**src/include/ntc_pkg.sv**
```systemverilog
// nvm table access controller: shared constants, register map, encodings
// assumes a 100 MHz system clock and a word-wide AHB-Lite register bus
package ntc_pkg;
	// ----------------------------------------
	// register byte offsets
	// ----------------------------------------
	localparam logic [7:0] OFF_CONTROL = 8'h00;
	localparam logic [7:0] OFF_UNLOCK = 8'h04;
	localparam logic [7:0] OFF_ADDRESS = 8'h08;
	localparam logic [7:0] OFF_DATA = 8'h0c;
	localparam logic [7:0] OFF_LATCH = 8'h10;
	localparam logic [7:0] OFF_POINTER = 8'h14;
	localparam logic [7:0] OFF_FLAGS = 8'h18;
	localparam logic [7:0] OFF_ENABLES = 8'h1c;
	localparam logic [7:0] OFF_PRIORITY = 8'h20;
	localparam logic [7:0] OFF_TABLE_OP = 8'h24;
	// ----------------------------------------
	// field positions
	// ----------------------------------------
	localparam int CTL_ASEL = 7;
	localparam int CTL_CSEL = 6;
	localparam int CTL_ERASE = 4;
	localparam int CTL_ABORT = 3;
	localparam int CTL_PERMIT = 2;
	localparam int CTL_WR = 1;
	localparam int CTL_RD = 0;
	localparam int DONE_BIT = 4;
	localparam int OP_LOAD = 0;
	localparam int OP_STORE = 1;
	localparam int PTR_CFG_BIT = 21;
	localparam int ROW_SHIFT = 6;
	localparam int BLOCK_SHIFT = 3;
	localparam int PTR_W = 22;
	localparam int HOLD_COUNT = 8;
	// ----------------------------------------
	// keys, reset values, fixed words
	// ----------------------------------------
	localparam logic [7:0] KEY_FIRST = 8'h55;
	localparam logic [7:0] KEY_SECOND = 8'haa;
	localparam logic ABORT_RST = 1'b1;
	localparam logic [15:0] NOP_WORD = 16'h0000;
	// ----------------------------------------
	// timing
	// ----------------------------------------
	localparam int CLK_MHZ = 100;
	localparam int PROG_TIME_US = 2000;
	localparam int PWRT_TIME_MS = 72;
	localparam int PROG_CYCLES = PROG_TIME_US * CLK_MHZ;
	localparam int PWRT_CYCLES = PWRT_TIME_MS * 1000 * CLK_MHZ;
	// ----------------------------------------
	// encodings
	// ----------------------------------------
	typedef enum logic [1:0] {
		TGT_EEPROM = 2'b00,
		TGT_FLASH = 2'b01,
		TGT_CONFIG = 2'b10
	} ntc_target_t;
	typedef enum logic [1:0] {
		UNL_IDLE = 2'b00,
		UNL_GOT1 = 2'b01,
		UNL_ARMED = 2'b10
	} ntc_unlock_t;
	typedef enum logic [0:0] {
		ST_IDLE = 1'b0,
		ST_PROG = 1'b1
	} ntc_state_t;
endpackage : ntc_pkg

```
**src/logic/ntc_ctrl.sv**
```systemverilog
// nvm table access controller: control register, unlock port, table latch,
// holding registers, self-timed program timer and fetch stall
// assumes an external array port that answers mem_rd combinationally in the same cycle
//
// Behaviour
// - byte reads, byte eeprom writes, 8-byte flash writes, 64-byte erases
// - no bulk erase from user code
// - stall fetches during flash write or erase
// - internal timer ends every write or erase
// - invalid instruction words execute as no-op
// - table load copies pointed byte into latch
// - table store fills holding register by pointer
// - unlock port stores nothing, reads zero
// - array select: zero eeprom, one flash
// - config select overrides array select
// - erase select erases flash or config row, cleared when done
// - write permit gates cycles, cleared at reset
// - abort flag set on trigger, cleared on completion
// - trigger software-settable only, hardware clears
// - done flag set by hardware, software clears
// - read trigger fetches byte, self-clears, eeprom only
// - reset abort clears array and config selects
// - two keys then trigger start a cycle
// - permit must precede trigger write
// - no writes during power-up timer
// - erase row from pointer bits 21 to 6
`timescale 1ns/1ps
`default_nettype none
module ntc_ctrl
	import ntc_pkg::*;
#(
	parameter int PROG_CYC = ntc_pkg::PROG_CYCLES,
	parameter int PWRT_CYC = ntc_pkg::PWRT_CYCLES
)
(
	// clock and reset
	input wire logic mclk,
	input wire logic rst,
	// ahb-lite slave
	input wire logic hsel,
	input wire logic [31:0] haddr,
	input wire logic [1:0] htrans,
	input wire logic hwrite,
	input wire logic [2:0] hsize,
	input wire logic [31:0] hwdata,
	input wire logic hready,
	output logic [31:0] hrdata,
	output logic hreadyout,
	output logic hresp,
	// array port
	output ntc_pkg::ntc_target_t mem_sel,
	output logic [ntc_pkg::PTR_W-1:0] mem_addr,
	output logic mem_rd,
	input wire logic [7:0] mem_rdata,
	output logic mem_wr,
	output logic mem_erase,
	output logic [63:0] mem_wdata,
	// core side
	output logic fetch_stall,
	input wire logic [15:0] insn_in,
	input wire logic insn_invalid,
	output logic [15:0] insn_out
);
	import ntc_pkg::*;

	// ----------------------------------------
	// state
	// ----------------------------------------
	typedef struct packed {
		logic [7:0] tlatch;
		logic [PTR_W-1:0] ptr;
		logic [7:0] addr;
		logic [7:0] data;
		logic asel;
		logic csel;
		logic erase_sel;
		logic abort;
		logic permit;
		logic wr;
		logic rd;
		logic done_flag;
		logic done_mask;
		logic done_prio;
		logic [HOLD_COUNT-1:0][7:0] hold;
		ntc_unlock_t unl;
		ntc_state_t st;
		logic [31:0] tmr;
		logic [31:0] pwrt;
		logic pwrt_done;
		logic ap_wr;
		logic ap_rd;
		logic ap_hit;
		logic [7:0] ap_addr;
		logic [31:0] rdata;
		logic mem_rd;
		logic mem_wr;
		logic mem_erase;
		logic rd_to_latch;
		ntc_target_t msel;
		logic [PTR_W-1:0] maddr;
		logic [63:0] mwdata;
		logic [15:0] insn;
	} ntc_regs_t;

	ntc_regs_t s;
	ntc_regs_t next_s;
	logic prog_end;
	logic busy;

	assign busy = (s.st == ST_PROG);
	assign prog_end = busy && (s.tmr == 32'(PROG_CYC - 1));

	// ----------------------------------------
	// next-state logic
	// ----------------------------------------
	always_comb
	begin
		logic [7:0] d;
		logic wr_hit;
		logic rd_hit;
		logic unl_kept;
		ntc_target_t tgt;
		d = hwdata[7:0];
		wr_hit = s.ap_wr && s.ap_hit;
		rd_hit = s.ap_rd && s.ap_hit;
		unl_kept = 1'b0;
		tgt = TGT_EEPROM;
		next_s = s;
		next_s.mem_rd = 1'b0;
		next_s.mem_wr = 1'b0;
		next_s.mem_erase = 1'b0;
		next_s.rd = 1'b0;
		next_s.insn = insn_invalid ? NOP_WORD : insn_in;
		if (!s.pwrt_done)
		begin
			next_s.pwrt = s.pwrt + 32'h1;
			next_s.pwrt_done = (s.pwrt == 32'(PWRT_CYC - 1));
		end
		// address phase; reads get one wait state so hrdata leaves a flop
		next_s.ap_wr = 1'b0;
		next_s.ap_rd = 1'b0;
		if (hsel && htrans[1] && hready)
		begin
			next_s.ap_wr = hwrite;
			next_s.ap_rd = !hwrite;
			next_s.ap_hit = (haddr[31:8] == 24'h0) && (haddr[1:0] == 2'b00);
			next_s.ap_addr = haddr[7:0];
		end
		// a read captured in an array cycle lands in latch or data register
		if (s.mem_rd)
		begin
			if (s.rd_to_latch)
				next_s.tlatch = mem_rdata;
			else
				next_s.data = mem_rdata;
		end
		if (rd_hit)
		begin
			unique case (s.ap_addr)
				OFF_CONTROL: next_s.rdata = {24'h0, s.asel, s.csel, 1'b0, s.erase_sel, s.abort,
					s.permit, s.wr, s.rd};
				OFF_ADDRESS: next_s.rdata = {24'h0, s.addr};
				OFF_DATA: next_s.rdata = {24'h0, s.data};
				OFF_LATCH: next_s.rdata = {24'h0, s.tlatch};
				OFF_POINTER: next_s.rdata = {10'h0, s.ptr};
				OFF_FLAGS: next_s.rdata = 32'(s.done_flag) << DONE_BIT;
				OFF_ENABLES: next_s.rdata = 32'(s.done_mask) << DONE_BIT;
				OFF_PRIORITY: next_s.rdata = 32'(s.done_prio) << DONE_BIT;
				default: next_s.rdata = 32'h0;
			endcase
		end
		else if (s.ap_rd)
			next_s.rdata = 32'h0;
		if (wr_hit)
		begin
			unique case (s.ap_addr)
				OFF_UNLOCK:
				begin
					unl_kept = 1'b1;
					if (s.unl == UNL_IDLE && d == KEY_FIRST)
						next_s.unl = UNL_GOT1;
					else if (s.unl == UNL_GOT1 && d == KEY_SECOND)
						next_s.unl = UNL_ARMED;
					else
						next_s.unl = UNL_IDLE;
				end
				OFF_CONTROL:
				begin
					if (!busy)
					begin
						next_s.asel = d[CTL_ASEL];
						next_s.csel = d[CTL_CSEL];
						next_s.erase_sel = d[CTL_ERASE];
						next_s.abort = d[CTL_ABORT];
						next_s.permit = d[CTL_PERMIT];
						// trigger needs permit already set by an earlier write
						if (d[CTL_WR] && s.permit)
						begin
							next_s.abort = 1'b1;
							if (s.unl == UNL_ARMED && s.pwrt_done)
							begin
								next_s.wr = 1'b1;
								next_s.st = ST_PROG;
								next_s.tmr = 32'h0;
								// config select wins over array select
								tgt = d[CTL_CSEL] ? TGT_CONFIG : (d[CTL_ASEL] ? TGT_FLASH : TGT_EEPROM);
								next_s.msel = tgt;
								if (tgt == TGT_EEPROM)
								begin
									next_s.maddr = PTR_W'(s.addr);
									next_s.mwdata = {56'h0, s.data};
									next_s.mem_wr = 1'b1;
								end
								else if (d[CTL_ERASE])
								begin
									// only a single row erase exists; no bulk path
									next_s.maddr = (s.ptr >> ROW_SHIFT) << ROW_SHIFT;
									next_s.mem_erase = 1'b1;
								end
								else
								begin
									next_s.maddr = (s.ptr >> BLOCK_SHIFT) << BLOCK_SHIFT;
									next_s.mwdata = s.hold;
									next_s.mem_wr = 1'b1;
								end
							end
						end
						// eeprom read only; refused when flash or config selected
						if (d[CTL_RD] && !d[CTL_ASEL] && !d[CTL_CSEL] && !next_s.mem_wr)
						begin
							next_s.rd = 1'b1;
							next_s.mem_rd = 1'b1;
							next_s.rd_to_latch = 1'b0;
							next_s.msel = TGT_EEPROM;
							next_s.maddr = PTR_W'(s.addr);
						end
					end
				end
				OFF_ADDRESS:
				begin
					if (!busy)
						next_s.addr = d;
				end
				OFF_DATA:
				begin
					if (!busy)
						next_s.data = d;
				end
				OFF_LATCH: next_s.tlatch = d;
				OFF_POINTER: next_s.ptr = hwdata[PTR_W-1:0];
				OFF_FLAGS: next_s.done_flag = d[DONE_BIT];
				OFF_ENABLES: next_s.done_mask = d[DONE_BIT];
				OFF_PRIORITY: next_s.done_prio = d[DONE_BIT];
				OFF_TABLE_OP:
				begin
					if (!busy)
					begin
						if (d[OP_LOAD])
						begin
							next_s.mem_rd = 1'b1;
							next_s.rd_to_latch = 1'b1;
							next_s.msel = (s.csel || s.ptr[PTR_CFG_BIT]) ? TGT_CONFIG : TGT_FLASH;
							next_s.maddr = s.ptr;
						end
						// alignment of code bytes is left to software
						if (d[OP_STORE])
							next_s.hold[s.ptr[BLOCK_SHIFT-1:0]] = s.tlatch;
					end
				end
				default:
				begin
				end
			endcase
		end
		// any access that is not the next key drops the sequence
		if ((s.ap_wr || s.ap_rd) && !unl_kept)
			next_s.unl = UNL_IDLE;
		// self-timed end; hardware events win over same-cycle software clears
		if (busy)
		begin
			next_s.tmr = s.tmr + 32'h1;
			if (prog_end)
			begin
				next_s.st = ST_IDLE;
				next_s.wr = 1'b0;
				next_s.abort = 1'b0;
				next_s.done_flag = 1'b1;
				if (s.msel != TGT_EEPROM && s.erase_sel)
					next_s.erase_sel = 1'b0;
			end
		end
	end

	// ----------------------------------------
	// registers
	// ----------------------------------------
	// abort flag comes up set so a reset during a cycle is always visible;
	// selects are cleared by reset along with everything else, so the failed target is not kept
	always_ff @(posedge mclk)
	begin
		if (rst)
		begin
			s <= '0;
			s.abort <= ABORT_RST;
			s.msel <= TGT_EEPROM;
			s.unl <= UNL_IDLE;
			s.st <= ST_IDLE;
		end
		else
			s <= next_s;
	end

	// ----------------------------------------
	// outputs
	// ----------------------------------------
	assign hrdata = s.rdata;
	assign hreadyout = !s.ap_rd;
	assign hresp = 1'b0;
	assign mem_sel = s.msel;
	assign mem_addr = s.maddr;
	assign mem_rd = s.mem_rd;
	assign mem_wr = s.mem_wr;
	assign mem_erase = s.mem_erase;
	assign mem_wdata = s.mwdata;
	assign fetch_stall = busy && (s.msel != TGT_EEPROM);
	assign insn_out = s.insn;
endmodule : ntc_ctrl
`default_nettype wire

```
**config.mk**
```make
export PLATFORM = sky130hd
export DESIGN_NAME = ntc_ctrl
export DESIGN_NICKNAME = d
export VERILOG_FILES = /design/src/include/ntc_pkg.sv /design/src/logic/ntc_ctrl.sv
export SDC_FILE = /design/constraint.sdc
export NUM_CORES = 1
export LEC_CHECK = 0
export BUFFER_PORTS_ARGS = -buffer_cell sky130_fd_sc_hd__buf_2
export CAP_MARGIN = 10
export CORE_MARGIN = 8
export CORE_UTILIZATION = 61
export CTS_BUF_LIST = sky130_fd_sc_hd__clkbuf_16
export DETAILED_ROUTE_END_ITERATION = 6
export PLACE_DENSITY = 0.93
export SYNTH_ARGS = -nofsm -noshare
export SYNTH_HDL_FRONTEND = slang
export SYNTH_SLANG_ARGS = --single-unit
```
**constraint.sdc**
```tcl
create_clock -name mclk -period 4.3 [get_ports mclk]
set_input_delay 0.43 -clock mclk [delete_from_list [all_inputs] [get_ports mclk]]
set_output_delay 0.43 -clock mclk [all_outputs]
set_load 0.1 [all_outputs]
```
==> summary.md <==
| Metric | Value |
|---|---|
| # Post-CTS Setup Buffers | `0` |
| Final WL | `roughly 42 mm` |
| Detailed-route via count | `13.7k` |
| Critical Path Sink | `mem_addr[2]` |
| CTS tree | `yes` |
| Share of layout cells above drive strength 1 | `between 10% and 20%` |
| DR pass1 iterations | `7` |
| Outcome | `finished with violations` |
| P_sw | `1.49 mW` |
| Clock sink count | `329` |
| Largest net degree at the start of global routing | `107` |
| Violated checks | `design-rule violations` |
| Clk buf depth | `3` |
| Maximum fanout along the worst path | `26` |
| Final min period | `3.27 ns` |
| Critical Path Start Type | `register` |
| Synth cell count leaders | `dfxtp_1, a21oi_1, buf_4` |
| Placed instance area | `between 0.015 and 0.02 mm2` |
| Post-Syn Instances | `about 1.8k` |
| Port-buffer cells | `~220` |
| EDFF count, synth | `0` |
| H-tree depth | `2` |
| Setup tns final | `0 ns` |
| Power Internal | `a little under 5 mW` |
| R2R cell count | `5` |
| Post-Layout Inst Area | `between 0.015 and 0.02 mm2` |
| Mean Syn Cell Area | `about 8.5 um2` |
| Core area | `0.0244 mm2` |
| Vias per inst | `6.48` |
| CP required | `between 4 and 5 ns` |
| Leakage | `6.21 nW` |
| Critical Path Source | `s[142]` |
| Clk Latency, worst-skew pair | `roughly 0.52 ns` |
| Worst-Margin Slew | `1.07 ns` |
| CTS Root Buffer Type | `clkbuf_16` |
| RSZ-0062 raised after global routing | `no` |
| Final RePlAce weighted congestion | `between 0.9 and 1` |
| Ys async rst share | `0%` |
| Post_cts resized | `0` |
| Ys Warns | `0` |
| Number of max-cap violations | `0` |
| Worst vdd ir | `0.296 mV` |
| Clk_skew | `between 0.01 and 0.015 ns` |
| I/O pins | `about 240` |
| Flop pwr share | `about 49%` |
| Avg WL per Cell | `between 15 and 20 um` |
| Max-slew headroom | `27.5%` |
| Slew Viols, Final | `0` |
| Area share of the largest cell type after synthesis | `a little over two fifths` |
| DR iter-0 viols | `1,733` |
| Initial antenna violation count | `3` |
| FF-to-FF End | `mem_addr[2]` |
| Top-count cell post-synth | `dfxtp_1` |
| DRC viols | `1` |
| Hold-critical path depth | `2` |
| Clock network power share | `46.3%` |
| Fmax | `approximately 0.31 GHz` |
| Worst r2r src | `s[142]` |
| Gate power share | `5.0%` |
| Initial core utilization | `between 60% and 70%` |
| Critical path data arrival time | `roughly 3.6 ns` |
| Post-synth top flop | `dfxtp_1` |
| Row count | `57` |
| Clk pin slew, worst setup/hold paths | `approximately 0.06 ns` |
| Largest cells by area after synthesis | `dfxtp_1, buf_4, mux2i_1` |
| Gr usage total | `25.7%` |
| Die W | `roughly 170 um` |
| Crit. End Element | `register` |
| Endpoints failing setup | `0` |
| Detailed placer's ending HPWL | `about 27 mm` |
| Sequential fraction of the synthesis area | `43.4%` |
| Synth Cell Area | `between 0.015 and 0.02 mm2` |
| Worst Hold Class | `in2reg` |
| Die height | `174 um` |
| Final ANT Viol Nets | `0` |
| Global-route wire length before repair | `between 60 and 70 mm` |
| DIE AREA | `around 0.030 mm2` |
| Net Sw Frac | `23.6%` |
| Area Growth Syn to Fin | `7.60%` |
| Hold Buf Count CTS | `0` |
| Yosys cell types | `roughly 70` |
| PwrDens | `between 300 and 400 mW/mm2` |
| Tcrit/Tclk final | `76.0%` |
| Final-stage net count | `around 1.9k` |
| Vias in the first global route | `roughly 13k` |
| FF-to-FF setup slack | `1.03 ns` |
| #FFs+latches synth | `329` |
| Clock buffer count from CTS | `34` |
| Crit path kind | `reg2reg` |
| Global route total overflow | `0` |
| Final hold viol count | `0` |
| Area leader, netlist | `dfxtp_1` |
worst min path at each step:
stage	start	end	slack, ns
after floorplan	hrdata[0]	hrdata[0]	0.43
after global placement	hrdata[3]	hrdata[3]	0.43
after detailed placement	hrdata[7]	hrdata[7]	0.44
after CTS	hwrite	s[149]	0.06
after global routing	hwrite	s[149]	0.1
final	hwrite	s[149]	0.07
worst max-delay path, stage by stage, from the launching register on:
cell,delay [ns]
dfxtp_1,1.00
or4b_1,0.69
nor3_2,0.21
buf_4,0.31
a21o_1,0.67
a221oi_1,0.21
final cells by class:
| type | count | area, um2 |
|---|---|---|
| multi-input cells | 1137 | 6910 |
| diodes | 3 | 7.51 |
| clock inverters | 25 | 244 |
| fillers | 1873 | 8060 |
| inverters | 31 | 116 |
| clock buffers | 34 | 851 |
| well taps | 324 | 405 |
| flip-flops and latches | 329 | 6590 |
| repair buffers | 233 | 1220 |
through the flow:
stage	util [%]	power, mW	std cells	setup slack (ns)	hold slack, ns
detailed placement	62.5	3.44	2054	1.12	0.445
CTS	66.9	6.31	2113	1.11	0.0647
finish	67.0	6.30	2116	1.03	0.0721
global route	67.0	6.48	2116	0.871	0.0982
global placement	62.5	3.44	2054	1.20	0.435
floorplan	-	3.37	1786	2.08	0.426
cells in the final DEF, fill, tap and decap left out, drive strengths merged, types with 9 or more instances in the layout:
master	netlist	final
a2111oi	15	15
a211oi	18	18
a21oi	153	153
a22oi	14	14
a311oi	15	15
a31o	16	16
and2	20	20
and3	18	18
and4	15	15
buf	166	232
clkbuf	123	35
clkinv	1	13
conb	1	11
dfxtp	329	329
inv	30	37
mux2	19	19
mux2i	77	77
nand2	107	107
nand3	107	107
nand4	82	82
nor2	118	118
nor3	25	25
nor4	37	37
o21ai	118	118
o31ai	9	9
or2	14	14
or3	10	10
or4	16	16
power by group through the flow:
stage                     sequential [mW]  combinational (mW)  clock (mW)
after global placement               3.14               0.300           0
after detailed placement             3.14               0.304           0
after CTS                            3.07               0.305        2.93
after floorplan                      3.13               0.238           0
after global routing                 3.07               0.328        3.08
final                                3.07               0.312        2.92
cells by family (layout without fill, tap and decap cells):
family | after synthesis | in the layout | synth area share, %
AND/OR/NAND/NOR | 609 | 609 | 21.4
flip-flops | 329 | 329 | 43.4
buffers and inverters | 320 | 323 | 11.5
AO/OA/AOI/OAI | 403 | 403 | 16.0
XOR/XNOR | 15 | 15 | 0.865
adder cells (fa/ha/maj) | 2 | 2 | 0.165
multiplexers | 97 | 97 | 6.63
other | 1 | 14 | 0.0247
metal layers:
metal  GRT usage (%)  part of all wire, %  wire length (um)  vias to the layer above
met5               0                    0                 0                        -
met4            11.5                  3.9              1650                        0
met3            6.03                   11              4580                      154
met2            41.1                   46             19100                      901
met1            32.4                   39             16400                     6404
li1                -                    -                 -                     6256
Power figures use the tool's default switching activity.
